==> src/common/level_params.svh <==
`ifndef LEVEL_PARAMS_SVH
`define LEVEL_PARAMS_SVH

// timing, in the units as specified
`define CLK_HZ 40000000
`define HEALTH_PULSE_US 350
`define BURST_SPACING_MS 75
`define PULSE_RATE_HZ 170000
`define CHARGE_TIME_US 2

// burst-count figures
`define MAX_BURST_COUNTS 500
`define LOWER_TRIP_COUNTS 250
`define UPPER_TRIP_COUNTS 150
`define HYSTERESIS_COUNTS 3
`define SLOSH_LIMIT_COUNTS 190

// register byte offsets
`define CTRL_OFFSET 12'h000
`define STATUS_OFFSET 12'h004
`define COUNT_OFFSET 12'h008
`define IRQ_STATUS_OFFSET 12'h00c
`define IRQ_MASK_OFFSET 12'h010

// field positions
`define CTRL_RUN_BIT 0
`define STATUS_LOWER_ACTIVE_BIT 0
`define STATUS_UPPER_ACTIVE_BIT 1
`define STATUS_LOWER_DET_BIT 2
`define STATUS_UPPER_DET_BIT 3
`define STATUS_POL_BIT 4
`define STATUS_SLOSH_FILTER_STRAP_BIT 5
`define STATUS_PHASE_LSB 8
`define IRQ_LOWER_BIT 0
`define IRQ_UPPER_BIT 1
`define IRQ_BURST_BIT 2

// reset values
`define CTRL_RESET 1'b1
`define IRQ_MASK_RESET 3'h0

`endif

==> src/common/level_pkg.sv <==
package level_pkg;

	// measurement sequence phases, one-hot
	typedef enum logic [3:0]
	{
		ST_WAIT = 4'b0001,
		ST_HEALTH = 4'b0010,
		ST_BURST = 4'b0100,
		ST_EVAL = 4'b1000
	} phase_t;

	typedef enum logic [2:0]
	{
		REG_NONE,
		REG_CTRL,
		REG_STATUS,
		REG_COUNT,
		REG_IRQ_STATUS,
		REG_IRQ_MASK
	} reg_t;

	// up to 500 burst counts
	typedef logic [8:0] count_t;
	typedef logic [2:0] irq_vec_t;

endpackage

==> src/common/filter_if.sv <==
interface filter_if
#(
	parameter int CW = 8
);
	logic step;
	logic det;
	logic bypass;
	logic active;
	logic [CW-1:0] count;

	modport stage (output step, output det, output bypass, input active, input count);
	modport filter (input step, input det, input bypass, output active, output count);
endinterface

==> src/core/slosh_filter.sv <==
`include "level_params.svh"

module slosh_filter
#(
	parameter int unsigned LIMIT = `SLOSH_LIMIT_COUNTS,
	parameter int CW = 8
)
(
	input wire logic clk_in,
	input wire logic rst_in,
	filter_if.filter fif
);
	localparam logic [CW-1:0] TOP = CW'(LIMIT);

	logic [CW-1:0] cnt_ff;
	logic [CW-1:0] nxt_cnt;
	logic active_ff;

	// bypass parks the counter at the matching end so re-enabling is seamless
	always_comb
	begin
		nxt_cnt = cnt_ff;
		if (fif.bypass)
			nxt_cnt = fif.det ? TOP : '0;
		else if (fif.step && fif.det && cnt_ff != TOP)
			nxt_cnt = cnt_ff + 1'b1;
		else if (fif.step && !fif.det && cnt_ff != '0)
			nxt_cnt = cnt_ff - 1'b1;
	end

	always_ff @(posedge clk_in or posedge rst_in)
	begin
		if (rst_in)
			cnt_ff <= '0;
		else
			cnt_ff <= nxt_cnt;
	end

	// between the ends the output holds: only a full walk flips it
	always_ff @(posedge clk_in or posedge rst_in)
	begin
		if (rst_in)
			active_ff <= 1'b0;
		else if (nxt_cnt == TOP)
			active_ff <= 1'b1;
		else if (nxt_cnt == '0)
			active_ff <= 1'b0;
	end

	assign fif.active = active_ff;
	assign fif.count = cnt_ff;
endmodule

==> src/core/dual_level_output_stage.sv <==
// The APB register port and the register addresses were chosen for this implementation.
`include "level_params.svh"

// Notes on behaviour
// - two independent outputs, lower and upper tier
// - output asserts after crossing and settled filter
// - polarity strap sets sense of both outputs
// - no timeout; asserted while trip crossed
// - polarity strap change applies on the fly
// - outputs tri-stated 350us before each burst
// - health pulse before every burst while run is set, any polarity or state
// - charge pulses near 170kHz, sparse bursts
// - idle between bursts, acquire only in burst
// - trip points 250 and 150 counts
// - three counts hysteresis on both trip points
// - filter counts up/down, limit sets, zero clears
// - filter strap enables or bypasses both filters
module dual_level_output_stage
#(
	parameter int unsigned HEALTH_CYCLES = `HEALTH_PULSE_US * (`CLK_HZ / 1000000),
	parameter int unsigned SPACING_CYCLES = `BURST_SPACING_MS * (`CLK_HZ / 1000),
	parameter int unsigned MAX_COUNTS = `MAX_BURST_COUNTS,
	parameter int unsigned SLOSH_LIMIT = `SLOSH_LIMIT_COUNTS
)
(
	input wire logic CLK_IN,
	input wire logic RST_IN,
	input wire logic PSEL_IN,
	input wire logic PENABLE_IN,
	input wire logic PWRITE_IN,
	input wire logic [11:0] PADDR_IN,
	input wire logic [31:0] PWDATA_IN,
	output logic [31:0] PRDATA_OUT,
	output logic PREADY_OUT,
	output logic PSLVERR_OUT,
	input wire logic OUTPUT_POLARITY_STRAP_IN,
	input wire logic SLOSH_FILTER_STRAP_IN,
	input wire logic SENSE_TRIP_IN,
	output logic CHARGE_PULSE_OUT,
	output logic LOWER_TIER_LEVEL_OUTPUT_OUT,
	output logic LOWER_TIER_LEVEL_OUTPUT_OE_OUT,
	output logic UPPER_TIER_LEVEL_OUTPUT_OUT,
	output logic UPPER_TIER_LEVEL_OUTPUT_OE_OUT,
	output logic IRQ_OUT
);
	import level_pkg::*;

	localparam int unsigned PULSE_PERIOD = `CLK_HZ / `PULSE_RATE_HZ;
	localparam int unsigned CHARGE_CYCLES = `CHARGE_TIME_US * (`CLK_HZ / 1000000);
	localparam int CW = $clog2(SLOSH_LIMIT + 1);
	localparam count_t MAX_CNT = count_t'(MAX_COUNTS);
	localparam count_t HYST = count_t'(`HYSTERESIS_COUNTS);
	localparam count_t TRIP [2] = '{count_t'(`LOWER_TRIP_COUNTS), count_t'(`UPPER_TRIP_COUNTS)};

	function automatic reg_t decode(input logic [11:0] addr);
		case (addr)
			`CTRL_OFFSET: decode = REG_CTRL;
			`STATUS_OFFSET: decode = REG_STATUS;
			`COUNT_OFFSET: decode = REG_COUNT;
			`IRQ_STATUS_OFFSET: decode = REG_IRQ_STATUS;
			`IRQ_MASK_OFFSET: decode = REG_IRQ_MASK;
			default: decode = REG_NONE;
		endcase
	endfunction

	// pin synchronisers: bit 0 polarity, bit 1 filter, bit 2 sense trip
	logic [2:0] pins;
	logic [2:0] meta_ff;
	logic [2:0] sync2_ff;
	logic [2:0] sync3_ff;
	logic [2:0] pin_ff;

	phase_t phase_ff;
	phase_t nxt_phase;
	logic [31:0] timer_ff;
	logic [7:0] pulse_tmr_ff;
	count_t pulse_cnt_ff;
	count_t count_ff;
	logic burst_end;
	logic charge_ff;
	logic step_ff;
	logic [1:0] det_ff;
	logic [1:0] prev_active_ff;
	logic [1:0] active;
	logic [1:0] level_ff;
	logic [1:0] oe_ff;

	logic run_ff;
	irq_vec_t irq_status_ff;
	irq_vec_t irq_mask_ff;
	irq_vec_t irq_ev;
	logic irq_ff;
	logic burst_done_ff;
	logic pready_ff;
	logic pslverr_ff;
	logic [31:0] prdata_ff;
	logic [31:0] rd_data;
	logic access;
	logic wr_en;
	reg_t sel;

	filter_if #(.CW(CW)) fif [2] ();

	assign pins = {SENSE_TRIP_IN, SLOSH_FILTER_STRAP_IN, OUTPUT_POLARITY_STRAP_IN};

	always_ff @(posedge CLK_IN or posedge RST_IN)
	begin
		if (RST_IN)
		begin
			meta_ff <= '0;
			sync2_ff <= '0;
			sync3_ff <= '0;
		end
		else
		begin
			meta_ff <= pins;
			sync2_ff <= meta_ff;
			sync3_ff <= sync2_ff;
		end
	end

	// a pin change counts only once the last two stages agree
	always_ff @(posedge CLK_IN or posedge RST_IN)
	begin
		if (RST_IN)
			pin_ff <= '0;
		else
			pin_ff <= (sync2_ff & ~(sync2_ff ^ sync3_ff)) | (pin_ff & (sync2_ff ^ sync3_ff));
	end

	// a stale trip from the previous burst is ignored until the first pulse ends
	assign burst_end = (pin_ff[2] && pulse_cnt_ff != '0) || pulse_cnt_ff == MAX_CNT;

	always_comb
	begin
		nxt_phase = phase_ff;
		case (phase_ff)
			ST_WAIT:
				if (run_ff && timer_ff >= SPACING_CYCLES - 1)
					nxt_phase = ST_HEALTH;
			ST_HEALTH:
				if (timer_ff >= HEALTH_CYCLES - 1)
					nxt_phase = ST_BURST;
			ST_BURST:
				if (burst_end)
					nxt_phase = ST_EVAL;
			ST_EVAL:
				nxt_phase = ST_WAIT;
			default:
				nxt_phase = ST_WAIT;
		endcase
	end

	always_ff @(posedge CLK_IN or posedge RST_IN)
	begin
		if (RST_IN)
			phase_ff <= ST_WAIT;
		else
			phase_ff <= nxt_phase;
	end

	// saturates so a long stop with run low cannot wrap
	always_ff @(posedge CLK_IN or posedge RST_IN)
	begin
		if (RST_IN)
			timer_ff <= '0;
		else if (nxt_phase != phase_ff)
			timer_ff <= '0;
		else if (timer_ff != 32'hffff_ffff)
			timer_ff <= timer_ff + 32'h1;
	end

	// charge-transfer pulse train, only while a burst runs
	always_ff @(posedge CLK_IN or posedge RST_IN)
	begin
		if (RST_IN)
			pulse_tmr_ff <= '0;
		else if (phase_ff != ST_BURST)
			pulse_tmr_ff <= '0;
		else if (pulse_tmr_ff == 8'(PULSE_PERIOD - 1))
			pulse_tmr_ff <= '0;
		else
			pulse_tmr_ff <= pulse_tmr_ff + 8'h1;
	end

	always_ff @(posedge CLK_IN or posedge RST_IN)
	begin
		if (RST_IN)
			pulse_cnt_ff <= '0;
		else if (phase_ff != ST_BURST)
			pulse_cnt_ff <= '0;
		else if (!burst_end && pulse_tmr_ff == 8'(PULSE_PERIOD - 1))
			pulse_cnt_ff <= pulse_cnt_ff + 9'h1;
	end

	always_ff @(posedge CLK_IN or posedge RST_IN)
	begin
		if (RST_IN)
			charge_ff <= 1'b0;
		else
			charge_ff <= phase_ff == ST_BURST && !burst_end
				&& pulse_tmr_ff < 8'(CHARGE_CYCLES);
	end

	always_ff @(posedge CLK_IN or posedge RST_IN)
	begin
		if (RST_IN)
			count_ff <= MAX_CNT;
		else if (phase_ff == ST_BURST && burst_end)
			count_ff <= pulse_cnt_ff;
	end

	// filters step one cycle after evaluation, so they see the fresh decision
	always_ff @(posedge CLK_IN or posedge RST_IN)
	begin
		if (RST_IN)
			step_ff <= 1'b0;
		else
			step_ff <= phase_ff == ST_EVAL;
	end

	always_ff @(posedge CLK_IN or posedge RST_IN)
	begin
		if (RST_IN)
			burst_done_ff <= 1'b0;
		else
			burst_done_ff <= phase_ff == ST_EVAL;
	end

	for (genvar t = 0; t < 2; t++)
	begin : g_tier
		// fewer counts means more loading, so detection is below the trip point
		always_ff @(posedge CLK_IN or posedge RST_IN)
		begin
			if (RST_IN)
				det_ff[t] <= 1'b0;
			else if (phase_ff == ST_EVAL && !det_ff[t] && count_ff < TRIP[t])
				det_ff[t] <= 1'b1;
			else if (phase_ff == ST_EVAL && det_ff[t] && count_ff >= TRIP[t] + HYST)
				det_ff[t] <= 1'b0;
		end

		assign fif[t].det = det_ff[t];
		assign fif[t].step = step_ff;
		assign fif[t].bypass = ~pin_ff[1];
		assign active[t] = fif[t].active;

		slosh_filter #(
			.LIMIT(SLOSH_LIMIT),
			.CW(CW)
		) u_filter (
			.clk_in(CLK_IN),
			.rst_in(RST_IN),
			.fif(fif[t])
		);

		// level follows live polarity and state, with no hold-off timer
		always_ff @(posedge CLK_IN or posedge RST_IN)
		begin
			if (RST_IN)
				level_ff[t] <= 1'b1;
			else
				level_ff[t] <= ~(active[t] ^ pin_ff[0]);
		end

		always_ff @(posedge CLK_IN or posedge RST_IN)
		begin
			if (RST_IN)
				oe_ff[t] <= 1'b0;
			else
				oe_ff[t] <= phase_ff != ST_HEALTH;
		end

		always_ff @(posedge CLK_IN or posedge RST_IN)
		begin
			if (RST_IN)
				prev_active_ff[t] <= 1'b0;
			else
				prev_active_ff[t] <= active[t];
		end
	end

	assign irq_ev[`IRQ_LOWER_BIT] = active[0] ^ prev_active_ff[0];
	assign irq_ev[`IRQ_UPPER_BIT] = active[1] ^ prev_active_ff[1];
	assign irq_ev[`IRQ_BURST_BIT] = burst_done_ff;

	// apb slave: one wait state, read data is captured on the pready edge, writes commit one edge later
	assign access = PSEL_IN && PENABLE_IN;
	assign sel = decode(PADDR_IN);
	assign wr_en = access && PWRITE_IN && pready_ff;

	always_comb
	begin
		rd_data = '0;
		case (sel)
			REG_CTRL:
				rd_data[`CTRL_RUN_BIT] = run_ff;
			REG_STATUS:
			begin
				rd_data[`STATUS_LOWER_ACTIVE_BIT] = active[0];
				rd_data[`STATUS_UPPER_ACTIVE_BIT] = active[1];
				rd_data[`STATUS_LOWER_DET_BIT] = det_ff[0];
				rd_data[`STATUS_UPPER_DET_BIT] = det_ff[1];
				rd_data[`STATUS_POL_BIT] = pin_ff[0];
				rd_data[`STATUS_SLOSH_FILTER_STRAP_BIT] = pin_ff[1];
				rd_data[`STATUS_PHASE_LSB +: 4] = phase_ff;
			end
			REG_COUNT:
				rd_data[8:0] = count_ff;
			REG_IRQ_STATUS:
				rd_data[2:0] = irq_status_ff;
			REG_IRQ_MASK:
				rd_data[2:0] = irq_mask_ff;
			default:
				rd_data = '0;
		endcase
	end

	always_ff @(posedge CLK_IN or posedge RST_IN)
	begin
		if (RST_IN)
			pready_ff <= 1'b0;
		else
			pready_ff <= access && !pready_ff;
	end

	always_ff @(posedge CLK_IN or posedge RST_IN)
	begin
		if (RST_IN)
			pslverr_ff <= 1'b0;
		else
			pslverr_ff <= access && !pready_ff && sel == REG_NONE;
	end

	always_ff @(posedge CLK_IN or posedge RST_IN)
	begin
		if (RST_IN)
			prdata_ff <= '0;
		else if (access && !pready_ff && !PWRITE_IN)
			prdata_ff <= rd_data;
	end

	always_ff @(posedge CLK_IN or posedge RST_IN)
	begin
		if (RST_IN)
			run_ff <= `CTRL_RESET;
		else if (wr_en && sel == REG_CTRL)
			run_ff <= PWDATA_IN[`CTRL_RUN_BIT];
	end

	always_ff @(posedge CLK_IN or posedge RST_IN)
	begin
		if (RST_IN)
			irq_mask_ff <= `IRQ_MASK_RESET;
		else if (wr_en && sel == REG_IRQ_MASK)
			irq_mask_ff <= PWDATA_IN[2:0];
	end

	// a new event in the clearing cycle survives the clear
	always_ff @(posedge CLK_IN or posedge RST_IN)
	begin
		if (RST_IN)
			irq_status_ff <= '0;
		else if (wr_en && sel == REG_IRQ_STATUS)
			irq_status_ff <= (irq_status_ff & ~PWDATA_IN[2:0]) | irq_ev;
		else
			irq_status_ff <= irq_status_ff | irq_ev;
	end

	always_ff @(posedge CLK_IN or posedge RST_IN)
	begin
		if (RST_IN)
			irq_ff <= 1'b0;
		else
			irq_ff <= |(irq_status_ff & irq_mask_ff);
	end

	assign PRDATA_OUT = prdata_ff;
	assign PREADY_OUT = pready_ff;
	assign PSLVERR_OUT = pslverr_ff;
	assign CHARGE_PULSE_OUT = charge_ff;
	assign LOWER_TIER_LEVEL_OUTPUT_OUT = level_ff[0];
	assign LOWER_TIER_LEVEL_OUTPUT_OE_OUT = oe_ff[0];
	assign UPPER_TIER_LEVEL_OUTPUT_OUT = level_ff[1];
	assign UPPER_TIER_LEVEL_OUTPUT_OE_OUT = oe_ff[1];
	assign IRQ_OUT = irq_ff;
endmodule

==> config.mk <==
export PLATFORM = sky130hd
export DESIGN_NAME = dual_level_output_stage
export DESIGN_NICKNAME = d
export VERILOG_FILES = /design/src/common/level_pkg.sv /design/src/common/filter_if.sv /design/src/core/slosh_filter.sv /design/src/core/dual_level_output_stage.sv
export VERILOG_INCLUDE_DIRS = /design/src /design/src/common
export SDC_FILE = /design/constraint.sdc
export NUM_CORES = 1
export LEC_CHECK = 0
export BUFFER_PORTS_ARGS = -buffer_cell sky130_fd_sc_hd__buf_2
export CAP_MARGIN = 20
export CORE_ASPECT_RATIO = 0.7
export CORE_UTILIZATION = 30
export DETAILED_ROUTE_END_ITERATION = 7
export MAX_ROUTING_LAYER = met4
export RECOVER_POWER = 100
export SLEW_MARGIN = 20
export SYNTH_ARGS = -nofsm -noshare
export SYNTH_HDL_FRONTEND = slang
export SYNTH_HIERARCHICAL = 1
export SYNTH_SLANG_ARGS = --single-unit
==> constraint.sdc <==
create_clock -name CLK_IN -period 2.85 [get_ports CLK_IN]
set_input_delay 0 -clock CLK_IN [delete_from_list [all_inputs] [get_ports CLK_IN]]
set_output_delay 0 -clock CLK_IN [all_outputs]
set_load 0.02 [all_outputs]
Word-level counts from Yosys, hierarchy flattened
Cells that the tools add are included.
{ "op_classes": {"n_eq_ne": 23, "n_lt_le_gt_ge": 7, "bitwise": 16, "n_mux": 34, "reduce_logical": 51, "n_addsub": 7} }
{ "op_table": {"columns": ["cell", "n"], "rows": [
  ["8-bit two-way mux", 10],
  ["32-bit two-way mux", 2],
  ["32-bit by 1-bit adder with 32-bit output (second input constant)", 1],
  ["32-bit by 14-bit >= comparator with 1-bit output (second input constant)", 1],
  ["32-bit by 22-bit >= comparator with 1-bit output (second input constant)", 1],
  ["32-bit != test (second input constant)", 1],
  ["1-bit logical AND", 31],
  ["8-bit by 1-bit adder with 8-bit output (second input constant)", 3],
  ["12-bit by 4-bit equality test with 1-bit output (second input constant)", 2],
  ["8-bit equality test (second input constant)", 3],
  ["9-bit by 8-bit >= comparator with 1-bit output (second input constant)", 2],
  ["9-bit by 8-bit less-than comparator with 1-bit output (second input constant)", 2],
  ["9-bit two-way mux", 2],
  ["8-bit logical NOT", 2],
  ["8-bit != test (second input constant)", 2],
  ["8-bit nonzero test", 2],
  ["8-bit by 1-bit subtractor with 8-bit output (second input constant)", 2],
  ["3-bit one-hot mux with 5 select lines", 1],
  ["3-bit bitwise AND", 4],
  ["12-bit by 3-bit equality test with 1-bit output (second input constant)", 1],
  ["12-bit by 5-bit equality test with 1-bit output (second input constant)", 1],
  ["12-bit logical NOT", 1],
  ["4-bit two-way mux", 3],
  ["4-bit one-hot mux with 3 select lines", 1],
  ["other kinds (31)", 57]
]} }
{ "word_totals": {"out_inout_bits": 40, "register_bits": 123, "in_bits": 52, "wordCells": 167} }

Logic depth before layout (Yosys ltp)
Gate-level depths: netlist (run 1).
{ "depth": {"word_depth": 9, "mapped_depth": 9, "mapped_depth_nobuf": 9} }

By module
The synthesis (run 1) kept the hierarchy.
{ "by_module_without_submodules": {"columns": ["mod", "cells_per_inst", "seq_area_each_um2", "area_each_um2", "n_inst"], "rows": [
  ["dual_level_output_stage", 541, 2640.0, 5325.1, 1],
  ["slosh_filter (g_tier[1].u_filter)", 90, 225.2, 774.5, 1],
  ["slosh_filter (g_tier[0].u_filter)", 80, 225.2, 743.2, 1]
]} }

Least setup slack after synthesis (run 1)
No wires, ideal clock.
{ "synth_path": {"path_type": "flip-flop to flip-flop", "from": "register g_tier[0].u_filter.cnt_ff[0]", "to": "register g_tier[0].u_filter.active_ff", "required_time_ns": 2.755, "n_path_buf": 0, "t_arrival_ns": 2.412, "setup_ns": 0.095, "period_less_slack_ns": 2.508, "path_stages_with_launch": 10, "slack_ns": 0.342, "cell_sequence": "dfrtp_1 > inv_1 > ha_1 > or4b_4 > o211ai_1 > nand2_1 > xnor2_1 > o21ai_0 > or3b_1 > o31ai_1"} }
{ "synth_via": {"elab_chain_cells": 7, "elab_cells_between_ends": 13, "classes_between": "2 x add/sub; 2 x eq/ne; 4 x mux; 5 x reduce/logical"} }
{ "synth_lines": {"columns": ["element", "line_no", "rtl"], "rows": [
  ["start: declaration", "slosh_filter.sv:15", "logic [CW-1:0] cnt_ff;"],
  ["start signal: assignment", "slosh_filter.sv:36", "cnt_ff <= nxt_cnt;"],
  ["parallel branches: the longest is 3 deep, another holds 8-bit by 1-bit subtractor with 8-bit output", null, null],
  ["8-bit two-way mux *", "slosh_filter.sv:25", "else if (fif.step && fif.det && cnt_ff != TOP)"],
  ["8-bit two-way mux *", "slosh_filter.sv:23", "if (fif.bypass)"],
  ["named net g_tier[0].u_filter.nxt_cnt[3]", "slosh_filter.sv:16", "logic [CW-1:0] nxt_cnt;"],
  ["8-bit equality test / 8-bit logical NOT (equally long branches)", "slosh_filter.sv:44, slosh_filter.sv:46", null],
  ["1-bit two-way mux / 2-bit nonzero test (equally long branches)", null, null],
  ["end signal: assignment", "slosh_filter.sv:43", "active_ff <= 1'b0;"],
  ["end signal: assignment", "slosh_filter.sv:45", "active_ff <= 1'b1;"],
  ["end signal: assignment", "slosh_filter.sv:47", "active_ff <= 1'b0;"],
  ["end: declaration", "slosh_filter.sv:17", "logic active_ff;"]
]} }
Mark *: on every way through the listed nets, which the timed path passes.
A chain may end at the register's enable or synchronous reset.

Worst setup path after layout (run 1)
{ "layout_path": {"from": "register g_tier[0].u_filter.cnt_ff[1]", "to": "register g_tier[0].u_filter.active_ff"} }
{ "layout_via": {"elab_chain_cells": 7, "elab_cells_between_ends": 13, "classes_between": "2 x add/sub; 2 x eq/ne; 4 x mux; 5 x reduce/logical"} }
{ "layout_lines": {"columns": ["element", "line_no", "rtl"], "rows": [
  ["8-bit nonzero test", "slosh_filter.sv:27", "else if (fif.step && !fif.det && cnt_ff != '0)"],
  ["1-bit logical AND", "slosh_filter.sv:27", null],
  ["8-bit two-way mux", "slosh_filter.sv:27", null],
  ["8-bit two-way mux *", "slosh_filter.sv:25", null],
  ["8-bit two-way mux *", "slosh_filter.sv:23", null],
  ["named net g_tier[0].u_filter.nxt_cnt[0]", "slosh_filter.sv:16", null],
  ["8-bit equality test / 8-bit logical NOT (equally long branches)", "slosh_filter.sv:44, slosh_filter.sv:46", null],
  ["1-bit two-way mux / 2-bit nonzero test (equally long branches)", null, null]
]} }
The timed path passes the listed nets; every way through them passes the cells marked *.

==> results of run 1 <==
-- cells in the mapped netlist, drive strengths merged (20+ instances only) --
master | instances | area (um^2)
nor3 | 38 | 190
inv | 30 | 113
clkbuf | 26 | 109
nor2 | 36 | 135
o21ai | 32 | 164
xnor2 | 25 | 219
dfrtp | 113 | 2830
nand2 | 79 | 297
nand4 | 20 | 125
nand3 | 32 | 160
buf | 24 | 179
-- worst min-delay path, cell delays in order --
cell,delay (ns)
sky130_fd_sc_hd__buf_2,0.14
sky130_fd_sc_hd__nor4_2,0.13
sky130_fd_sc_hd__nand3_1,0.11
sky130_fd_sc_hd__nand2_1,0.05
-- routing by layer --
metal | share of wire | track usage
met2 | 0.41 | 0.211
met3 | 0.045 | 0.0286
met1 | 0.54 | 0.238
met5 | 0 | -
met4 | 0.0067 | 0.0425
-- final timing paths --
kind                                                              to  slack (ns)  cells past startpoint
setup reg to reg           g_tier[0].u_filter/fif.active$_DFFE_PP0P_        0.17                      9
max in group asynchronous                   timer_ff[25]$_DFFE_PP0P_        0.82                      3
hold reg to reg                                sync2_ff[0]$_DFF_PP0_        0.35                      0
hold / removal                            PRDATA_OUT[10]$_DFFE_PP0P_        0.05                      4
setup / recovery           g_tier[0].u_filter/fif.active$_DFFE_PP0P_        0.17                      9
min in group asynchronous  g_tier[0].u_filter/fif.count[7]$_DFF_PP0_        0.15                      3
-- layout make-up --
class	instances	share of cell area
timing repair buffer	77	0.0593
tap	305	0.0475
inverter	31	0.0145
clock inverter	11	0.0123
antenna	1	0.000312
sequential	123	0.385
clock buffer	21	0.0561
multi-input combinational	526	0.425
-- power groups by stage --
stage | logic (uW) | clock network (uW) | registers [uW]
after floorplan | 113 | 0 | 1840
after global placement | 172 | 0 | 1820
after detailed placement | 174 | 0 | 1820
after CTS | 186 | 2040 | 1790
after global routing | 199 | 2130 | 1800
final | 175 | 2000 | 1790
-- cells by family (layout without fill, tap and decap cells) --
| kind of cell | after synthesis | after routing | share of synthesized area |
|---|---|---|---|
| multiplexers | 13 | 13 | 0.0236 |
| flip-flops | 123 | 123 | 0.452 |
| other | 1 | 21 | 0.000548 |
| AO/OA/AOI/OAI | 137 | 137 | 0.148 |
| adder cells (fa/ha/maj) | 16 | 16 | 0.0282 |
| XOR/XNOR | 35 | 35 | 0.0448 |
| AND/OR/NAND/NOR | 305 | 305 | 0.245 |
| buffers and inverters | 81 | 140 | 0.0591 |
-- through the flow --
stage,setup slack [ns],instances
after floorplan,0.106,730
after global placement,0.195,1052
after detailed placement,0.210,1052
after CTS,0.161,1094
after global routing,0.0359,1094
final,0.172,1095
-- timing repair --
action,CTS,global route
resized for setup,0,3
hold endpoints to repair,77,0
hold buffers,10,0
endpoints found under the setup margin,0,1
-- placed cells by master, fill, tap and decap left out, drive strengths merged, types with 5 or more instances in the layout --
cell         Yosys  routed
o41ai            5       5
or4              8       8
dfstp           10      10
nor3b            8       8
a21oi           15      15
nand4           20      20
nand2b           7       7
dfrtp          113     113
o21ai           32      32
a211oi          19      19
mux2             5       5
clkbuf          26      48
xor2            10      10
or3             19      19
clkinv           1       8
nor4            19      19
and3            10      10
nand3           32      32
nor3            38      38
inv             30      30
conb             1      20
nor2            36      36
mux2i            6       6
nor4b            5       5
dlygate4sd3      0      10
xnor2           25      25
buf             24      40
nand2           79      79
o31ai           12      12
a21o             8       8
ha              13      13
a22oi            5       5
and4             7       7
-- registers in the layout, indices dropped and copies added, names as in the netlist, 4 cells and up, named ones only --
name                       count
pulse_cnt_ff                   9
phase_ff                       4
PRDATA_OUT                    12
g_tier.u_filter/fif.count     16
timer_ff                      32
pulse_tmr_ff                   8
count_ff                       9
==> out/summary.json, run 1 <==
{
  "timing": {
    "final-max-slew-violation-count": 51,
    "hold_violations": 0,
    "worst_pin_slew_ns": 2.03,
    "grt_setup_unrepaired": "no",
    "tns_ns": 0,
    "achievable_freq_ghz": 0.373,
    "clock-skew-final_ns": 0.0147,
    "layout_worst_path_cycle_share": 0.940,
    "max-slew-margin-rel": -0.353,
    "post-route-min-period_ns": 2.68,
    "setup-violations-final": 0,
    "worst_hold_slack_across_all_endpoints_ns": 0.0527
  },
  "setup_path": {
    "cell_repeated_most_along_the_worst_path": "sky130_fd_sc_hd__nor2_1",
    "cp-end-kind": "register",
    "cp.required_ns": 3.16,
    "critical-path-top-delay-family": "simple AND/OR/NAND/NOR gates",
    "crit_reg_reg_startpoint": "g_tier[0].u_filter/fif.count[1]$_DFF_PP0_",
    "cp_cell_sequence": "inv_2, ha_2, or4b_4, o311a_4, nor2_1, xnor2_1, nor2_1, or3b_1, o31ai_1",
    "critical-path-max-stage-delay_ns": 0.49,
    "cp_slowest_cell": "sky130_fd_sc_hd__or4b_4",
    "setup.worst_path.start": "g_tier[0].u_filter/fif.count[1]$_DFF_PP0_",
    "critical_path_peak_fanout": 5,
    "critical_path.startpoint_type": "register",
    "crit_buf_inv": 1,
    "critical_path_arrival_ns": 2.99,
    "timing_worst_setup_path_type": "register to register"
  },
  "finish": {
    "seqCellArea_um2": 3090,
    "finalInstanceArea_um2": 8030,
    "nNetsFinal": 841,
    "final_core_util": 0.365,
    "area_delta_synth_final_pct": 17.4,
    "filler_cells_inserted": 2285,
    "multiInputGateArea_um2": 3420,
    "final_layout_size_suffix_gt1_frac": 0.138
  },
  "clock_tree": {
    "cts.reportedPaths.clkPinSlew_ns": 0.06,
    "clock_tree_from_tritoncts": "done",
    "cts_buffer_depth": 2,
    "tritoncts.num_buffers": 17,
    "worst_skew_pair.late_latency_ns": 0.42,
    "numClockSinks": 123,
    "cts_setup_buffers": 0,
    "cts_max_level": 4,
    "clock_tree.root_cell": "sky130_fd_sc_hd__clkbuf_16"
  },
  "power_and_ir_drop": {
    "worst_ir_drop_vdd_mv": 0.364,
    "pwr-share-seq": 0.452,
    "power_per_cell_area_nw_per_um2": 494,
    "power.static_leakage_uw": 0.00335,
    "share_of_power_burned_in_the_clock_network": 0.504,
    "power.share.combinational": 0.044,
    "total_switching_power_uw": 929,
    "net_switching_share_of_the_total_power": 0.234,
    "power.internal_uw": 3040,
    "total_power_uw": 3970
  },
  "detailed_routing": {
    "ant_nets_after_route": 0,
    "first_iter_violations": 426,
    "detailroute.via_count": 5640,
    "dr.pass1.iters": 5,
    "remaining_routing_drc_violations": 0,
    "routed_wirelength_um": 17000,
    "drt-vias-per-instance": 5.15,
    "wl_per_cell_um": 15.6
  },
  "floorplanning": {
    "io_pins": 92,
    "floorplan.rows": 45,
    "floorplan.core_area_um2": 22000,
    "die_area_um2": 23400,
    "die_y_um": 128,
    "die_width_um": 183,
    "start_util": 0.311
  },
  "grt": {
    "vias_in_the_first_global_route": 5319,
    "overall_routing_resource_usage": 0.158,
    "globalRouteOverflowTotal": 0,
    "grt_start_max_net_pins": 56,
    "antenna_found_initial": 0,
    "first_pass_grt_wire_length_um": 28200
  },
  "synth": {
    "number_of_synthesized_register_bits": 123,
    "ys_types": 84,
    "synthesis.area_per_instance_um2": 9.62,
    "synth-edff-count": 0,
    "synthFlopType": "sky130_fd_sc_hd__dfrtp_1",
    "synthCells": 711,
    "synthesis.yosys.warnings": 6,
    "synth_area_um2": 6840,
    "seq_area_frac_synth": 0.452,
    "asyncSetResetFlopFracSynth": 1.00
  },
  "min_path": {
    "hold_path_startpoint": "PADDR_IN[3]",
    "hold_class": "input port to register"
  },
  "place": {
    "portBuffers": 42,
    "postPlaceCellArea_um2": 7460,
    "gp_congestion": 0.903,
    "detailedPlacementHpwl_um": 12100
  },
  "status": {
    "outcome": "finished with violations",
    "violations": "max-capacitance violations, max-slew violations"
  },
  "job": {
    "max-cap-violations": 1
  }
}
No activity file was read; power rests on OpenSTA's default activity.
==> run 2, diff against run 1 <==
- ABC_AREA: unset -> 1
- SETUP_SLACK_MARGIN: unset -> 0.1
==> run 2 against run 1 <==
  * The run now ends clean
  * Sequential power about the same
  * Worst setup slack improved by 0.28 ns
  * Count of clock-buffer cells in the layout shrank 3
  * Hold slack got worse by 0.017 ns
  * Routed wire length grew 8.0%
  * Highest routed layer unchanged
  * Non-clock buffer count is 20 lower
  * Largest power group unchanged
  * Fmax grew 12%
  * Final cell count grew 27%
  * Sequential share of layout area shrank 2.5 points
  * Die area is 10% higher
  * Global-route usage about the same
==> out/summary.json, run 2 <==
{
  "floorplanning": {
    "floorplan.rows": 48,
    "die_area_um2": 25800,
    "die_width_um": 192,
    "die_y_um": 135,
    "floorplan.core_area_um2": 24700,
    "start_util": 0.306,
    "io_pins": 92
  },
  "synth": {
    "synth_area_um2": 7550,
    "yosys.area_share.adder": 0.0255,
    "post_synth_mux_area_share": 0,
    "ys_types": 48,
    "synthesis.area_per_instance_um2": 7.63,
    "share_of_the_synthesized_area_in_compound_gates_ao_oa_aoi_oai": 0.0602,
    "synthesis.yosys.warnings": 6,
    "asyncSetResetFlopFracSynth": 1.00,
    "synthTopCellsByArea": "sky130_fd_sc_hd__dfrtp_1 (37%), sky130_fd_sc_hd__nand2_1 (12%), sky130_fd_sc_hd__nand3_1 (6.8%)",
    "synthCells": 989,
    "synth_top_family_by_area": "simple AND/OR/NAND/NOR gates",
    "yosys.cell_count.top_type": "sky130_fd_sc_hd__nand2_1",
    "synthFlopType": "sky130_fd_sc_hd__dfrtp_1",
    "yosysTopAreaCell": "sky130_fd_sc_hd__dfrtp_1",
    "synth_commonest_cells": "sky130_fd_sc_hd__nand2_1 (248), sky130_fd_sc_hd__inv_1 (119), sky130_fd_sc_hd__dfrtp_1 (113), sky130_fd_sc_hd__nand3_1 (103), sky130_fd_sc_hd__nor2_1 (90)",
    "synth-edff-count": 0,
    "number_of_synthesized_register_bits": 123,
    "seq_area_frac_synth": 0.409,
    "synth.top_cell.area_share": 0.375,
    "post_synthesis_simple_gate_area_fraction": 0.379,
    "yosys.area_share.xor_xnor": 0.0244
  },
  "setup_path": {
    "cp_cell_sequence": "dlygate4sd3_1, buf_2, nand2_1, dlygate4sd3_1, nor2_1, inv_1, nor2_1, clkbuf_1, inv_1, o31ai_1",
    "crit_reg_reg_startpoint": "timer_ff[0]$_DFFE_PP0P_",
    "critical_path_arrival_ns": 2.70,
    "cp.required_ns": 3.15,
    "cp-end-kind": "register",
    "setup.worst_path.start": "PENABLE_IN",
    "critical_path.startpoint_type": "input port",
    "critical_path_peak_fanout": 14,
    "timing_worst_setup_path_type": "input port to register",
    "critical-path-max-stage-delay_ns": 0.56,
    "cp_slowest_cell": "sky130_fd_sc_hd__dlygate4sd3_1"
  },
  "finish": {
    "nNetsFinal": 1120,
    "area_delta_synth_final_pct": 13.9,
    "antenna-diode-count": 0,
    "multiInputGateArea_um2": 3610,
    "layout.cells.most_common_list": "sky130_fd_sc_hd__nand2_1 (253), sky130_fd_sc_hd__inv_1 (118), sky130_fd_sc_hd__dfrtp_1 (113)",
    "final_layout_size_suffix_gt1_frac": 0.125,
    "largest_reg_by_ff_count": "timer_ff",
    "largest_register_ff_count": 32,
    "filler_cells_inserted": 2614,
    "most_common_library_cell_in_the_layout_ignoring_fill_and_taps": "sky130_fd_sc_hd__nand2_1",
    "seqCellArea_um2": 3090
  },
  "clock_tree": {
    "tritoncts.num_buffers": 17,
    "cts_setup_buffers": 0,
    "hold_buf_cts": 9,
    "cts.reportedPaths.clkPinSlew_ns": 0.06,
    "clock_tree.root_cell": "sky130_fd_sc_hd__clkbuf_16",
    "post_cts_resize_count": 0,
    "clock_tree_from_tritoncts": "done",
    "cts_buffer_depth": 2,
    "cts_max_level": 4,
    "numClockSinks": 123,
    "worst_skew_pair.late_latency_ns": 0.41
  },
  "place": {
    "gp_congestion": 0.926,
    "portBuffers": 42,
    "detailedPlacementHpwl_um": 14200
  },
  "power_and_ir_drop": {
    "pwr-share-seq": 0.418,
    "power.internal_uw": 3300,
    "power_per_cell_area_nw_per_um2": 496,
    "total_switching_power_uw": 963,
    "power.static_leakage_uw": 0.00415,
    "net_switching_share_of_the_total_power": 0.226,
    "worst_ir_drop_vdd_mv": 0.316,
    "share_of_power_burned_in_the_clock_network": 0.545,
    "power.share.combinational": 0.037
  },
  "timing": {
    "final-max-slew-violation-count": 0,
    "hold_violations": 0,
    "worst_hold_slack_across_all_endpoints_ns": 0.0358,
    "clock-skew-final_ns": 0.00880,
    "setup-violations-final": 0,
    "achievable_freq_ghz": 0.417,
    "post-route-min-period_ns": 2.40,
    "grt_setup_unrepaired": "no",
    "worst_pin_slew_ns": 1.02,
    "layout_worst_path_cycle_share": 0.841,
    "max-slew-margin-rel": 0.320,
    "tns_ns": 0
  },
  "detailed_routing": {
    "detailroute.via_count": 6483,
    "drt-vias-per-instance": 4.65,
    "wl_per_cell_um": 13.2,
    "remaining_routing_drc_violations": 0,
    "dr.pass1.iters": 7,
    "routed_wirelength_um": 18400,
    "first_iter_violations": 421,
    "ant_nets_after_route": 0
  },
  "status": {
    "outcome": "completed"
  },
  "grt": {
    "grt_start_max_net_pins": 58,
    "antenna_found_initial": 0,
    "vias_in_the_first_global_route": 6087,
    "globalRouteOverflowTotal": 0,
    "overall_routing_resource_usage": 0.157,
    "first_pass_grt_wire_length_um": 31100
  },
  "min_path": {
    "hold_class": "input port to register",
    "hold_path_startpoint": "PWRITE_IN"
  },
  "job": {
    "max-cap-violations": 0
  }
}
==> run 2: worst paths after layout <==
kind                                                        endpoint  slack, ns  cells past startpoint
setup reg to reg                            timer_ff[13]$_DFFE_PP0P_       0.50                     13
setup / recovery                           PRDATA_OUT[9]$_DFFE_PP0P_       0.45                     10
max in group asynchronous                   timer_ff[13]$_DFFE_PP0P_       1.15                      4
hold / removal                                    run_ff$_DFFE_PP1P_       0.04                      5
hold reg to reg                                sync2_ff[0]$_DFF_PP0_       0.35                      0
min in group asynchronous  g_tier[0].u_filter/fif.count[7]$_DFF_PP0_       0.17                      3
==> run 2: logic make-up after synthesis <==
kind of cell             after synthesis
AND/OR/NAND/NOR                      578
other                                  1
adder cells (fa/ha/maj)               16
AO/OA/AOI/OAI                         79
flip-flops                           123
XOR/XNOR                              21
buffers and inverters                171
==> run 2: layer usage <==
layer  track usage  part of all wire  routed length, um
met5             -                 0                  0
met4        0.0375            0.0088                162
met1         0.237              0.53               9840
met2         0.212              0.40               7330
met3        0.0301             0.058               1070
==> run 2: cell type report <==
| cell class | instances | area share |
|---|---|---|
| multi-input combinational | 714 | 0.420 |
| sequential | 123 | 0.359 |
| inverter | 142 | 0.0626 |
| clock buffer | 18 | 0.0511 |
| tap | 325 | 0.0473 |
| timing repair buffer | 57 | 0.0368 |
| clock inverter | 14 | 0.0226 |
==> run 2: power groups by stage <==
stage               clock network (uW)  registers (uW)  logic, uW
floorplan                            0            1820        105
global placement                     0            1810        156
detailed placement                   0            1810        157
CTS                               2380            1780        168
global route                      2450            1780        178
finish                            2320            1780        157
==> run 2: stage by stage <==
stage	instance area [um^2]	worst slack (ns)	util	cells	total power (uW)
5_1_grt	8600	0.195	0.348	1393	4410
6_report	8600	0.453	0.348	1393	4260
2_1_floorplan	7620	0.106	-	1008	1930
3_5_place_dp	8070	0.507	0.327	1352	1970
4_1_cts	8790	0.481	0.356	1393	4330
3_3_place_gp	8070	0.539	0.327	1352	1970
==> run 2: worst max-delay path, delay by kind of cell <==
kind / cells / cell delay [ns]
AOI/OAI and AO/OA: 1 / 0.35
and+or+nand+nor: 3 / 0.26
buffers and inverters: 6 / 2.08
